File: src/common/port_cfg_pkg.sv
package port_cfg_pkg;
  // register byte offsets on the apb window
  localparam logic [7:0] OFS_DIG_IN_REG = 8'h00;
  localparam logic [7:0] OFS_RDRV_REG   = 8'h04;
  localparam logic [7:0] OFS_RSVD_REG   = 8'h08;
  localparam logic [7:0] OFS_POL_REG    = 8'h0C;
  localparam logic [7:0] OFS_OCPE_REG   = 8'h10;
  localparam logic [7:0] OFS_OCIE_REG   = 8'h14;
  localparam logic [7:0] OFS_OCFLAG_REG = 8'h18;
  localparam logic [7:0] OFS_FRSEL_REG  = 8'h1C;
  localparam logic [7:0] OFS_IRQST_REG  = 8'h20;
  localparam logic [7:0] OFS_IRQMSK_REG = 8'h24;

  localparam int        PORT_W       = 8;
  localparam int        OC_BIT       = 2;
  localparam int        FAULT_BIT    = 2;
  localparam logic [7:0] RST_DIG_IN  = 8'h00;
  localparam logic [7:0] RST_RDRV    = 8'h00;
  localparam logic [7:0] RST_POL     = 8'h00;
  localparam logic [7:0] RST_ZERO    = 8'h00;
  // irq status layout: bit 0 over-current event
  localparam int        IRQ_OC_BIT   = 0;
endpackage : port_cfg_pkg

File: src/hw/port_pin_config.sv
`timescale 1ns/1ns
module port_pin_config (
  input  wire logic        i_ref_clk,        // 100 mhz bus clock
  input  wire logic        i_sys_rst,        // sync reset, active high
  input  wire logic        i_psel,           // apb select
  input  wire logic        i_penable,        // apb access phase
  input  wire logic        i_pwrite,         // apb write
  input  wire logic [7:0]  i_paddr,          // apb byte address
  input  wire logic [31:0] i_pwdata,         // apb write data
  output logic      [31:0] o_prdata,         // apb read data
  output logic             o_pready,         // apb ready
  output logic             o_pslverr,        // apb error, unmapped
  input  wire logic [7:0]  i_dir_out,        // per pin: 1 output
  input  wire logic [7:0]  i_periph_dig_use, // per pin: peripheral digital use
  input  wire logic        i_oc_detect,      // raw over-current comparator pin t2
  input  wire logic        i_pin_t2,         // port t pin two level
  output logic      [7:0]  o_input_buf_en,   // input buffer enable
  output logic      [7:0]  o_reduced_drive,  // reduced drive per pin
  output logic      [7:0]  o_pull_down_sel,  // 1 pulldown, 0 pullup
  output logic      [7:0]  o_rise_edge_sel,  // 1 rising, 0 falling edge
  output logic             o_oc_detector_en, // over-current detector enable
  output logic             o_oc_irq,         // over-current request
  output logic             o_fault_five,     // fault five to pwm, active high
  output logic             o_irq             // summary interrupt, level
);

  typedef struct packed {
    logic [7:0]  dig_in;
    logic [7:0]  rdrv;
    logic [7:0]  pol;
    logic        ocpe;
    logic        ocie;
    logic        ocflag;
    logic        frsel;
    logic        irq_st;
    logic        irq_msk;
    logic [2:0]  oc_sync;
    logic [2:0]  t2_sync;
    logic        oc_stable;
    logic        t2_stable;
    logic [31:0] prdata;
    logic        pready;
    logic        pslverr;
    logic [7:0]  buf_en;
    logic [7:0]  red_drv;
    logic [7:0]  pd_sel;
    logic        det_en;
    logic        oc_irq;
    logic        pwm_fault_input_five;
    logic        irq;
  } state_s;

  state_s st_ff;
  state_s nxt_st;

  function automatic logic is_ofs(input logic [7:0] a, input logic [7:0] ofs);
    is_ofs = (a == ofs);
  endfunction : is_ofs

  function automatic logic [31:0] pad8(input logic [7:0] v);
    pad8 = {24'h000000, v};
  endfunction : pad8

  logic        wr_acc;
  logic        rd_acc;
  logic        oc_event;
  logic        hit;
  logic [31:0] rd_val;

  always_comb begin
    wr_acc = i_psel & i_penable & i_pwrite & ~st_ff.pready;
    rd_acc = i_psel & i_penable & ~i_pwrite & ~st_ff.pready;
    nxt_st = st_ff;

    // three-stage sync; a change counts once stages two and three agree
    nxt_st.oc_sync = {st_ff.oc_sync[1:0], i_oc_detect};
    nxt_st.t2_sync = {st_ff.t2_sync[1:0], i_pin_t2};
    if (st_ff.oc_sync[2] == st_ff.oc_sync[1]) begin
      nxt_st.oc_stable = st_ff.oc_sync[2];
    end
    if (st_ff.t2_sync[2] == st_ff.t2_sync[1]) begin
      nxt_st.t2_stable = st_ff.t2_sync[2];
    end

    // detection only counts while the detector is enabled
    oc_event = st_ff.ocpe & st_ff.oc_stable;

    hit = 1'b1;
    rd_val = 32'h00000000;
    case (1'b1)
      is_ofs(i_paddr, port_cfg_pkg::OFS_DIG_IN_REG): rd_val = pad8(st_ff.dig_in);
      is_ofs(i_paddr, port_cfg_pkg::OFS_RDRV_REG):   rd_val = pad8(st_ff.rdrv);
      is_ofs(i_paddr, port_cfg_pkg::OFS_RSVD_REG):   rd_val = pad8(port_cfg_pkg::RST_ZERO);
      is_ofs(i_paddr, port_cfg_pkg::OFS_POL_REG):    rd_val = pad8(st_ff.pol);
      is_ofs(i_paddr, port_cfg_pkg::OFS_OCPE_REG):
        rd_val[port_cfg_pkg::OC_BIT] = st_ff.ocpe;
      is_ofs(i_paddr, port_cfg_pkg::OFS_OCIE_REG):
        rd_val[port_cfg_pkg::OC_BIT] = st_ff.ocie;
      is_ofs(i_paddr, port_cfg_pkg::OFS_OCFLAG_REG):
        rd_val[port_cfg_pkg::OC_BIT] = st_ff.ocflag;
      is_ofs(i_paddr, port_cfg_pkg::OFS_FRSEL_REG):  rd_val[0] = st_ff.frsel;
      is_ofs(i_paddr, port_cfg_pkg::OFS_IRQST_REG):
        rd_val[port_cfg_pkg::IRQ_OC_BIT] = st_ff.irq_st;
      is_ofs(i_paddr, port_cfg_pkg::OFS_IRQMSK_REG):
        rd_val[port_cfg_pkg::IRQ_OC_BIT] = st_ff.irq_msk;
      default: hit = 1'b0;
    endcase

    // one wait state: ready rises the cycle after the access phase starts
    nxt_st.pready  = rd_acc | wr_acc;
    nxt_st.pslverr = (rd_acc | wr_acc) & ~hit;
    nxt_st.prdata  = rd_acc ? rd_val : 32'h00000000;

    if (wr_acc) begin
      case (1'b1)
        is_ofs(i_paddr, port_cfg_pkg::OFS_DIG_IN_REG): nxt_st.dig_in = i_pwdata[7:0];
        is_ofs(i_paddr, port_cfg_pkg::OFS_RDRV_REG): nxt_st.rdrv = i_pwdata[7:0];
        is_ofs(i_paddr, port_cfg_pkg::OFS_POL_REG):  nxt_st.pol  = i_pwdata[7:0];
        is_ofs(i_paddr, port_cfg_pkg::OFS_OCPE_REG):
          nxt_st.ocpe = i_pwdata[port_cfg_pkg::OC_BIT];
        is_ofs(i_paddr, port_cfg_pkg::OFS_OCIE_REG):
          nxt_st.ocie = i_pwdata[port_cfg_pkg::OC_BIT];
        is_ofs(i_paddr, port_cfg_pkg::OFS_FRSEL_REG): nxt_st.frsel = i_pwdata[0];
        is_ofs(i_paddr, port_cfg_pkg::OFS_IRQMSK_REG):
          nxt_st.irq_msk = i_pwdata[port_cfg_pkg::IRQ_OC_BIT];
        default: ; // reserved and unmapped writes discarded
      endcase
    end

    // write-one clear; a same-cycle event wins over the clear
    if (wr_acc && is_ofs(i_paddr, port_cfg_pkg::OFS_OCFLAG_REG)
        && i_pwdata[port_cfg_pkg::OC_BIT]) begin
      nxt_st.ocflag = 1'b0;
    end
    if (oc_event) begin
      nxt_st.ocflag = 1'b1;
    end
    if (wr_acc && is_ofs(i_paddr, port_cfg_pkg::OFS_IRQST_REG)
        && i_pwdata[port_cfg_pkg::IRQ_OC_BIT]) begin
      nxt_st.irq_st = 1'b0;
    end
    if (oc_event) begin
      nxt_st.irq_st = 1'b1;
    end

    // outputs from registered config
    nxt_st.buf_en  = st_ff.dig_in | i_periph_dig_use;
    nxt_st.red_drv = st_ff.rdrv & i_dir_out;
    nxt_st.pd_sel  = st_ff.pol;
    nxt_st.det_en  = st_ff.ocpe;
    nxt_st.oc_irq  = st_ff.ocflag & st_ff.ocie;
    // normalise to active high: low polarity inverts the pin level
    nxt_st.pwm_fault_input_five  = st_ff.frsel &
                     (st_ff.t2_stable ~^ st_ff.pol[port_cfg_pkg::FAULT_BIT]);
    nxt_st.irq     = st_ff.irq_st & st_ff.irq_msk;

    if (i_sys_rst) begin
      nxt_st         = '0;
      nxt_st.dig_in  = port_cfg_pkg::RST_DIG_IN;
      nxt_st.rdrv    = port_cfg_pkg::RST_RDRV;
      nxt_st.pol     = port_cfg_pkg::RST_POL;
    end
  end

  always_ff @(posedge i_ref_clk) begin
    st_ff <= nxt_st;
  end

  assign o_prdata         = st_ff.prdata;
  assign o_pready         = st_ff.pready;
  assign o_pslverr        = st_ff.pslverr;
  assign o_input_buf_en   = st_ff.buf_en;
  assign o_reduced_drive  = st_ff.red_drv;
  assign o_pull_down_sel  = st_ff.pd_sel;
  assign o_rise_edge_sel  = st_ff.pd_sel;
  assign o_oc_detector_en = st_ff.det_en;
  assign o_oc_irq         = st_ff.oc_irq;
  assign o_fault_five     = st_ff.pwm_fault_input_five;
  assign o_irq            = st_ff.irq;

endmodule : port_pin_config

File: config.mk
export PLATFORM = sky130hd
export DESIGN_NAME = port_pin_config
export DESIGN_NICKNAME = d
export VERILOG_FILES = /design/src/common/port_cfg_pkg.sv /design/src/hw/port_pin_config.sv
export SDC_FILE = /design/constraint.sdc
export NUM_CORES = 1
export LEC_CHECK = 0
export ABC_AREA = 1
export BUFFER_PORTS_ARGS = -buffer_cell sky130_fd_sc_hd__buf_2
export CORE_AREA = 2 2 132 70
export DETAILED_ROUTE_END_ITERATION = 10
export DIE_AREA = 0 0 134 72
export PLACE_DENSITY = 0.71
export SETUP_SLACK_MARGIN = 0.1
export SYNTH_ARGS = -nofsm -noshare
export SYNTH_HDL_FRONTEND = slang
export SYNTH_SLANG_ARGS = --single-unit
File: constraint.sdc
create_clock -name i_ref_clk -period 1.7 [get_ports i_ref_clk]
set_input_delay 0.17 -clock i_ref_clk [delete_from_list [all_inputs] [get_ports i_ref_clk]]
set_output_delay 0.17 -clock i_ref_clk [all_outputs]
set_load 0.005 [all_outputs]
### Word-level counts from Yosys, hierarchy flattened

Cells that the tools add are included.

| operators by class | value |
|---|---|
| equality and inequality tests | 11 |
| muxes and demuxes | 39 |
| bitwise operators | 24 |
| reductions and logical operators | 16 |

Operators with widths:

| kind | count |
|---|---|
| 1-bit 2-to-1 mux | 35 |
| 8-bit by 5-bit equality test with 1-bit output, second input constant | 4 |
| 5-bit 2-to-1 mux | 4 |
| 8-bit by 4-bit equality test with 1-bit output, second input constant | 2 |
| 8-bit by 6-bit equality test with 1-bit output, second input constant | 2 |
| 1-bit bitwise AND | 10 |
| 1-bit NOT | 10 |
| 8-bit bitwise AND | 1 |
| 8-bit by 3-bit equality test with 1-bit output, second input constant | 1 |
| 8-bit logical NOT | 1 |
| 8-bit bitwise OR | 1 |
| 8-bit AND reduction | 1 |
| 7-bit AND reduction | 1 |
| 6-bit AND reduction | 1 |
| 5-bit AND reduction | 1 |
| 5-bit OR reduction | 1 |
| 1-bit logical AND | 4 |
| 4-bit AND reduction | 1 |
| 2-bit nonzero test | 2 |
| 3-bit AND reduction | 1 |
| 1-bit equality test | 2 |
| 2-bit AND reduction | 1 |
| 2-bit OR reduction | 1 |
| 1-bit bitwise OR | 1 |
| 1-bit XNOR | 1 |

| word-level totals | value |
|---|---|
| flip-flop bits (word level) | 100 |
| bits of input ports | 63 |
| output and inout bits | 70 |
| word-level logic and storage cells | 114 |

### Logic depth before layout (Yosys ltp)

Gate-level depths: netlist of run 1.

| logic depth | value |
|---|---|
| word-level depth | 13 |
| mapped depth | 10 |
| depth with buffers taken out | 10 |

### Worst setup path after synthesis of run 1

Ideal clock, no wire load.

| path | value |
|---|---|
| path type | register to register |
| start point | register st_ff (netlist bit o_pready) |
| end point | register st_ff[76] (netlist name) |
| setup time | 0.115 ns |
| arrival | 1.194 ns |
| data required time | 1.585 ns |
| setup slack | 0.391 ns |
| cell stages (with the launch flop) | 8 |
| path buffers | 1 |
| period minus slack after synthesis | 1.309 ns |
| cells stage by stage | dfxtp_1 -> nor2_1 -> nand2_1 -> nor2_4 -> nand2_4 -> buf_6 -> o21ai_2 -> a21oi_2 |

| on the way | value |
|---|---|
| word-level cells in the longest chain between the ends | 3 |

RTL lines:

| element | RTL line | RTL |
|---|---|---|
| from (decl) | port_pin_config.sv:53 | `state_s st_ff;` |
| from (signal assigned) | port_pin_config.sv:166 | `st_ff <= nxt_st;` |
| 1-bit NOT | port_pin_config.sv:71 | `wr_acc = i_psel & i_penable & i_pwrite & ~st_ff.pready;` |
| 1-bit bitwise AND | port_pin_config.sv:71 |  |
| 4-bit AND reduction (no line) | -- |  |

No other way between the ends.
A chain may end at the register's enable or synchronous reset.

### Final worst setup path of run 1

| path | value |
|---|---|
| start point | register st_ff (netlist bit o_pready) |
| end point | register st_ff[92] (netlist name) |

| on the way | value |
|---|---|
| word-level cells in the longest chain between the ends | 3 |

RTL lines:

| element | RTL line |
|---|---|
| 1-bit NOT | port_pin_config.sv:71 |
| 1-bit bitwise AND | port_pin_config.sv:71 |
| 2-bit AND reduction (no line) | -- |

No other way between the ends.

==> results of run 1 <==
-- power by group --
| group | leakage [nW] | switching (mW) | internal, mW |
|---|---|---|---|
| Sequential | 0.615 | 0.00583 | 1.80 |
| Clock | 0.138 | 0.728 | 1.07 |
| Combinational | 1.00 | 0.121 | 0.0693 |
-- cell type report --
type / instances / share of cell area
Clock buffer: 11 / 0.0675
Timing Repair Buffer: 91 / 0.126
Sequential cell: 76 / 0.407
Clock inverter: 5 / 0.00903
Multi-Input combinational cell: 253 / 0.314
Inverter: 37 / 0.0371
Tap cell: 117 / 0.0391
-- per-layer routing --
| metal | share of wire | vias up | track usage |
|---|---|---|---|
| met3 | 0.099 | 8 | 0.0580 |
| met1 | 0.50 | 1151 | 0.247 |
| met5 | 0 | - | 0 |
| li1 | - | 1330 | - |
| met2 | 0.39 | 102 | 0.212 |
| met4 | 0.0096 | 0 | 0.0532 |
-- final timing paths --
path         startpoint   endpoint  depth (start not counted)
min reg2reg   st_ff[64]  st_ff[65]                          2
min            i_pin_t2  st_ff[64]                          3
max            o_pready  st_ff[92]                          7
max reg2reg    o_pready  st_ff[92]                          7
-- cell families after synthesis --
kind of cell,share of synthesized area
compound gates,0.114
flops,0.464
buf+inv,0.204
simple gates,0.217
other cells,0.00114
-- state kept, by name, summed over array words and instances, names as in the netlist, 8 cells and up --
signal / count
o_prdata: 8
o_reduced_drive: 8
o_input_buf_en: 8
o_pull_down_sel: 8
st_ff: 38
-- critical path: stages, from the launching register on --
cell,delay [ns]
dfxtp_1,0.32
nor2_1,0.16
nand2_1,0.15
buf_4,0.19
nor2_4,0.21
inv_2,0.11
o21ai_2,0.12
nor2_1,0.04
-- layout by cell type (no fill, tap or decap), drive strengths merged, types with 2 or more instances in the layout --
cell type and n:
conb 24, nor2 94, nand4 5, clkinvlp 2, clkbuf 11, nand3 12, clkinv 2, dfxtp 76
a21oi 31, o21ai 37, nor3 2, nand2 46, inv 38, buf 91
-- metrics by stage --
| step | instances | util |
|---|---|---|
| after floorplan | 440 | - |
| after global placement | 572 | 0.407 |
| after detailed placement | 572 | 0.407 |
| after CTS | 588 | 0.441 |
| after global routing | 590 | 0.444 |
| final | 590 | 0.444 |
-- timing repair --
| action | in CTS | in global routing |
|---|---|---|
| setup buffers | 0 | 2 |
| endpoints found under the setup margin | 0 | 6 |
| gates resized for setup | 0 | 1 |
==> impl_metrics.yaml, run 1 <==
status:
  run_status: "complete, no violations"
layout:
  multi_input_comb_area_um2: 1180
  stdcell_area_um2: 3740
  fill_cells: 835
  layout-drive-gt1-share: 0.266
  final_net_count: 531
  layout.area.seq_um2: 1520
  syn_to_final_growth_pct: 14.1
  antenna_cells: 0
power:
  power.ir.vdd_worst_mv: 0.582
  totalPowerFinal_mw: 3.79
  leakagePower_nw: 1.76
  powerDensity_nw_per_um2: 1010
clocking:
  clock_tree_root_driver_cell: "clkbuf_16"
  cts.reportedPaths.clkPinSlew_ns: 0.06
  htree_num_levels: 3
  ctsLongestPathBuffers: 2
  cts_tree: "yes"
  clk-insertion-delay-late_ns: 0.33
  cts_inserted_buffers: 9
  ctsHoldBuffers: 0
  clock_sink_count: 76
routing:
  drt_pre_antenna_iters: 4
  initialDrtViolationCount: 176
  antenna_viol_nets_final: 0
  total_number_of_vias: 2591
  detail_route.drc_violations: 0
  drt-wirelength-per-cell_um: 12.9
  avg_vias_per_cell: 4.39
  wl_mm: 7.60
synth:
  synth-edff-count: 0
  synthDominantAreaCellType: "dfxtp_1"
  asyncSetResetFlopFracSynth: 0
  post_synth.cell_area_avg_um2: 7.86
  ys.flop_type: "dfxtp_1"
  post_synth_main_area_contributors: "dfxtp_1, buf_4, nor2_1"
  post_synth_num_cell_types: 26
  synth_seq_area_share: 0.464
  synth_cells: 417
  mappedNetlistArea_um2: 3280
  yosys.area.top_type_share: 0.464
  ys.warnings.count: 0
  synth.cells.most_frequent: "nor2_1, dfxtp_1, buf_4, nand2_1"
  ys_seq_elements: 76
  most_common_cell_in_the_synthesized_netlist: "nor2_1"
die:
  dieArea_um2: 9650
  standard_cell_row_count: 24
  die_width_um: 134
  top_level_ports: 133
  die_y_um: 72
  core_region_area_um2: 8440
  initial_utilization: 0.389
sta:
  final-max-slew-violation-count: 0
  finalSetupViolations: 0
  final.setup.tns_ns: 0
  finClkSkew_ns: 0.00505
  fin_crit_sh: 0.831
  unrepaired_setup_endpoints_after_global_routing: "false"
  worst_slack_on_hold_paths_ns: 0.0438
  fmaxAchievable_mhz: 708
  layout_setup_ws_ns: 0.287
  layout_min_cycle_time_ns: 1.41
  timing_hold_violations_final: 0
setup_path:
  cp_data_arrival_time_ns: 1.64
  worst_ep_required_time_ns: 1.93
  classification_of_the_worst_setup_path: "flop to flop"
  timing.critical_path.fanout_max: 10
  rrSetupSlack_ns: 0.29
  critical_path.startpoint_type: "flop"
  cp-end-kind: "flop"
grt:
  via_count_of_the_first_global_routing_pass: 2310
  overflow: 0
  antenna_found_initial: 0
  groute.usage.overall: 0.163
  grt_first_pass_wirelength_mm: 11.8
  maximum_number_of_pins_on_one_net_before_global_route_repair: 38
placement:
  detailedPlacementHpwl_mm: 5.67
  routability_congestion: 0.882
  io_buffers: 84
  post_dp_cell_area_um2: 3440
  place_ws_ns: 0.158
flow_run:
  drv_cap: 0
min_path:
  class_of_the_tightest_hold_or_removal_check: "input pin to flop"
Power figures use the tool's default switching activity.
==> inputs of run 2 (changes only) <==
ABC_AREA = 0   (was 1)
CORE_AREA = 2 2 131 69   (was 2 2 132 70)
DIE_AREA = 0 0 133 71   (was 0 0 134 72)
PLACE_DENSITY = 0.72   (was 0.71)
clock period = 1.4 ns   (was 1.7 ns; I/O delays follow)
==> run 2 against run 1 <==
  * Total power rose by 31%
  * Worst hold slack got worse by 0.029 ns
  * Area after synthesis fell by 1.6%
  * Setup slack got worse by 0.26 ns
==> impl_metrics.yaml, run 2 <==
die:
  dieArea_um2: 9440
  die_width_um: 133
  core_region_area_um2: 8380
  top_level_ports: 133
  initial_utilization: 0.385
  standard_cell_row_count: 24
  die_y_um: 71
grt:
  via_count_of_the_first_global_routing_pass: 2313
  overflow: 0
  groute.usage.overall: 0.160
  antenna_found_initial: 0
  grt_first_pass_wirelength_mm: 11.4
  maximum_number_of_pins_on_one_net_before_global_route_repair: 38
synth:
  ys.warnings.count: 0
  post_synth_main_area_contributors: "dfxtp_1, buf_4, mux2i_1"
  synth.cells.most_frequent: "dfxtp_1, nor2_1, buf_4, mux2i_1, nand2_1"
  synth-edff-count: 0
  post_synth_num_cell_types: 37
  synth_cells: 350
  ys.flop_type: "dfxtp_1"
  yosys.area.top_type_share: 0.472
  ys_seq_elements: 76
  post_synth.cell_area_avg_um2: 9.22
  most_common_cell_in_the_synthesized_netlist: "dfxtp_1"
  synthDominantAreaCellType: "dfxtp_1"
  mappedNetlistArea_um2: 3230
  asyncSetResetFlopFracSynth: 0
  synth_seq_area_share: 0.472
layout:
  max_flop_register: "st_ff"
  largest_register_ffs: 38
  layoutNonFillerInstCount: 542
  antenna_cells: 0
  layout.cells.most_common: "buf_2"
  final_net_count: 483
  stdcell_area_um2: 4020
  layout.cells.most_common_list: "buf_2, dfxtp_1, nor2_1"
  syn_to_final_growth_pct: 24.4
  layout-drive-gt1-share: 0.346
setup_path:
  critical_path.startpoint_type: "flop"
  worst_ep_required_time_ns: 1.62
  cp_data_arrival_time_ns: 1.59
  cpMostUsedCell: "buf_6"
  timing.critical_path.fanout_max: 6
  classification_of_the_worst_setup_path: "flop to flop"
  critical-path-max-stage-delay_ns: 0.32
  cp-end-kind: "flop"
  crit_path_top_delay_cell: "dfxtp_2"
  worstPathCellList: "and4b_1, buf_6, nand3_2, buf_6, mux2i_1, nor2_1"
flow_run:
  drv_cap: 0
clocking:
  cts_inserted_buffers: 9
  cts.reportedPaths.clkPinSlew_ns: 0.06
  clk-insertion-delay-late_ns: 0.34
  cts_tree: "yes"
  ctsLongestPathBuffers: 2
  clock_tree_root_driver_cell: "clkbuf_16"
  clock_sink_count: 76
  htree_num_levels: 3
routing:
  detail_route.drc_violations: 0
  drt-wirelength-per-cell_um: 13.5
  wl_mm: 7.32
  avg_vias_per_cell: 4.55
  total_number_of_vias: 2464
  initialDrtViolationCount: 128
  drt_pre_antenna_iters: 4
  antenna_viol_nets_final: 0
placement:
  detailedPlacementHpwl_mm: 5.38
  routability_congestion: 0.852
  dpl.cell_count: 521
  io_buffers: 84
  post_dp_cell_area_um2: 3530
min_path:
  class_of_the_tightest_hold_or_removal_check: "input pin to flop"
status:
  run_status: "complete, no violations"
power:
  totalPowerFinal_mw: 4.96
  leakagePower_nw: 1.99
  powerDensity_nw_per_um2: 1240
  power.ir.vdd_worst_mv: 0.587
sta:
  finClkSkew_ns: 0.00405
  layout_min_cycle_time_ns: 1.38
  unrepaired_setup_endpoints_after_global_routing: "true"
  final-max-slew-violation-count: 0
  fmaxAchievable_mhz: 727
  fin_crit_sh: 0.983
  final.setup.tns_ns: 0
  finalSetupViolations: 0
  timing_hold_violations_final: 0
## run 2: changes by cell type in the layout (fill, tap and decap cells not counted), sizes merged, moves of 26 or more
cell,before,now
o21ai,37,11
a21oi,31,4
inv,38,4
mux2i,0,29
nor2,94,65
## run 2: cells by family (layout without fill, tap and decap cells)
kind of cell | Yosys count | count (layout) | share of synthesized area
other | 1 | 24 | 0.00116
AOI/OAI and AO/OA | 29 | 29 | 0.0582
DFF | 76 | 76 | 0.472
xor gates and xnor gates | 1 | 1 | 0.00271
buffers and inverters | 79 | 131 | 0.168
and+or+nand+nor | 135 | 135 | 0.209
muxes | 29 | 29 | 0.0900
## run 2: worst max-delay path, delay by kind of cell (launching register included)
family        cells  cell delay (ns)
buf+inv           2             0.33
mux               1             0.16
simple gates      3             0.44
flops             1             0.32
## run 2: power breakdown
part | switching [mW] | total, mW | internal [mW]
registers | 0.00614 | 2.19 | 2.18
clock network | 0.913 | 2.48 | 1.57
logic | 0.169 | 0.286 | 0.117
## run 2: what timing repair did
| action | CTS | global route |
|---|---|---|
| gates resized for setup | 12 | 17 |
| buffers inserted | 1 | 1 |
| setup endpoints to repair | 30 | 37 |
| pin swaps | 4 | 8 |
| hold buffers | 3 | 0 |
| endpoints found under the hold margin | 3 | 0 |
## run 2: layout make-up
| class | instances | area [µm²] |
|---|---|---|
| sequential | 76 | 1520 |
| clock buffer | 9 | 225 |
| fill | 804 | 4360 |
| clock inverter | 7 | 100 |
| tap | 117 | 146 |
| timing repair buffer | 112 | 673 |
| multi-input combinational | 218 | 1340 |
| inverter | 3 | 11.3 |
## run 2: per-stage QoR
step,setup WS [ns],hold slack [ns],utilization
2_1_floorplan,0.0630,0.256,-
3_3_place_gp,-0.0368,0.348,0.421
3_5_place_dp,-0.137,0.349,0.421
4_1_cts,0.0354,0.00581,0.469
5_1_grt,-0.0490,0.00821,0.479
6_report,0.0242,0.0145,0.479
## run 2: per-layer routing
metal	wire [µm]	GRT usage	up-vias	share of wire
li1	-	-	1210	-
met1	3650	0.222	1147	0.50
met2	3030	0.227	95	0.41
met3	556	0.0659	12	0.076
met4	87	0.0502	0	0.012
met5	0	0	-	0
## run 2: path summary, 6_finish.rpt
path	startpoint	endpoint	slack, ns	cells after the start
setup reg to reg	o_pready	st_ff[98]	0.02	6
hold / removal	i_periph_dig_use[6]	o_input_buf_en[6]	0.01	3
setup / recovery	o_pready	st_ff[98]	0.02	6
hold reg to reg	st_ff[67]	st_ff[68]	0.43	1
==> inputs of run 3 (changes only) <==
clock period = 1.6 ns   (was 1.4 ns; I/O delays follow)
==> run 3 against run 2 <==
  * Via count fell by 2.8%
  * Flip-flop and latch count is the same
  * Cell count decreased by 2.4%
  * Total power is 13% lower
  * Wire length down 3.9%
  * Final area down 5.0%
  * Maximum frequency is 2.0% lower
  * Sequential power shrank 12%
  * First-iteration DRC count fell by 0.78%
  * Non-clock buffer count is 13 lower
  * Critical path type unchanged
  * Critical endpoint is now st_ff[76]
  * Clock power fell by 12%
==> impl_metrics.yaml, run 3 (synthesis gave the netlist of run 2 again) <==
grt:
  groute.usage.overall: 0.154
  antenna_found_initial: 0
  maximum_number_of_pins_on_one_net_before_global_route_repair: 37
  grt_first_pass_wirelength_mm: 11.1
  overflow: 0
  via_count_of_the_first_global_routing_pass: 2262
setup_path:
  crit-reg2reg-launch: "o_pready"
  crit_path_top_delay_cell: "dfxtp_1"
  critical-path-max-stage-delay_ns: 0.37
  rrSetupSlack_ns: 0.20
  worst_ep_required_time_ns: 1.81
  worstSetupStartpoint: "o_pready"
  worstPathCellList: "and4b_1, buf_4, nand4_2, buf_6, mux2i_1, nor2_1"
  cp-end-kind: "flop"
  rr_endpoint: "st_ff[76]"
  worstRegToRegCells: 6
  worst_path_dominant_cell_family: "flip-flops"
  classification_of_the_worst_setup_path: "flop to flop"
  critical_path.startpoint_type: "flop"
  count_of_buffer_and_inverter_cells_on_the_critical_path: 2
  timing.critical_path.fanout_max: 9
  cp_data_arrival_time_ns: 1.62
clocking:
  post_cts_setup_repair_buffer_count: 0
  cts_tree: "yes"
  ctsLongestPathBuffers: 2
  cts_inserted_buffers: 9
  htree_num_levels: 3
  cts.reportedPaths.clkPinSlew_ns: 0.06
  clock_sink_count: 76
  clock_tree_root_driver_cell: "clkbuf_16"
  clk-insertion-delay-late_ns: 0.34
sta:
  timing_hold_violations_final: 0
  layout_min_cycle_time_ns: 1.40
  fin_crit_sh: 0.877
  worst_slack_on_hold_paths_ns: 0.0288
  fmaxAchievable_mhz: 713
  finalSetupViolations: 0
  unrepaired_setup_endpoints_after_global_routing: "false"
  final-max-slew-violation-count: 0
  finClkSkew_ns: 0.00565
routing:
  total_number_of_vias: 2394
  antenna_viol_nets_final: 0
  initialDrtViolationCount: 127
  wl_mm: 7.04
  detail_route.drc_violations: 0
  avg_vias_per_cell: 4.53
  drt_pre_antenna_iters: 6
  drt-wirelength-per-cell_um: 13.3
min_path:
  hp-start: "i_oc_detect"
  worstHoldEndpoint: "st_ff[67]"
  class_of_the_tightest_hold_or_removal_check: "input pin to flop"
  hold_path_depth: 2
die:
  dieArea_um2: 9440
  top_level_ports: 133
  core_region_area_um2: 8380
  die_y_um: 71
  die_width_um: 133
  standard_cell_row_count: 24
  initial_utilization: 0.385
power:
  power.ir.vdd_worst_mv: 0.492
  totalPowerFinal_mw: 4.30
  leakagePower_nw: 1.90
  powerDensity_nw_per_um2: 1130
status:
  run_status: "complete, no violations"
layout:
  final_net_count: 470
  antenna_cells: 0
  layout.cells.most_common_list: "buf_2, dfxtp_1, nor2_1"
  layout.area.seq_um2: 1520
  fill_cells: 841
  max_flop_register: "st_ff"
  layoutNonFillerInstCount: 529
  multi_input_comb_area_um2: 1260
  layout.cells.most_common: "buf_2"
  syn_to_final_growth_pct: 18.1
  layout-drive-gt1-share: 0.299
  largest_register_ffs: 38
placement:
  detailedPlacementHpwl_mm: 5.15
  io_buffers: 84
  routability_congestion: 0.853
  dpl.cell_count: 513
flow_run:
  drv_cap: 0
==> run 3: final cells by class <==
type | instances | area share
timing repair buffer | 99 | 0.144
inverter | 3 | 0.00295
clock inverter | 7 | 0.0266
multi-input combinational | 218 | 0.330
clock buffer | 9 | 0.0591
sequential | 76 | 0.399
tap | 117 | 0.0384
==> run 3: per-stage QoR <==
stage	cell area, µm²	setup WS, ns	utilization	setup TNS (ns)
after floorplan	3310	0.213	-	0
after global placement	3470	0.0716	0.415	0
after detailed placement	3470	-0.00407	0.415	-0.00407
after CTS	3810	0.159	0.455	0
after global routing	3810	0.100	0.455	0
final	3810	0.197	0.455	0
==> run 3: repair_timing <==
action | in CTS | in global routing
endpoints found under the hold margin | 0 | 0
hold buffers | 0 | 0
pin swaps | 0 | 0
endpoints found under the setup margin | 8 | 6
resized for setup | 1 | 1
gates cloned | 0 | 0
==> run 3: layer usage <==
metal | vias up | GRT usage | share of wire
met4 | 0 | 0.0454 | 0.0088
met1 | 1110 | 0.217 | 0.50
li1 | 1185 | - | -
met5 | - | 0 | 0
met2 | 90 | 0.219 | 0.41
met3 | 9 | 0.0602 | 0.085
==> run 3: how the worst max path moves through the flow <==
| stage | cells after the start | end | slack [ns] |
|---|---|---|---|
| 3_3_place_gp | 5 | st_ff[90] | 0.07 |
| 4_1_cts | 6 | st_ff[77] | 0.16 |
| 3_5_place_dp | 5 | st_ff[89] | -0.004 |
| 2_1_floorplan | 5 | st_ff[77] | 0.21 |
| 5_1_grt | 6 | st_ff[82] | 0.10 |
| 6_report | 6 | st_ff[76] | 0.20 |
==> run 3: report_power, final <==
group | switching (mW) | total [mW] | internal, mW
Sequential | 0.00548 | 1.92 | 1.91
Combinational | 0.136 | 0.220 | 0.0842
Clock | 0.796 | 2.17 | 1.37
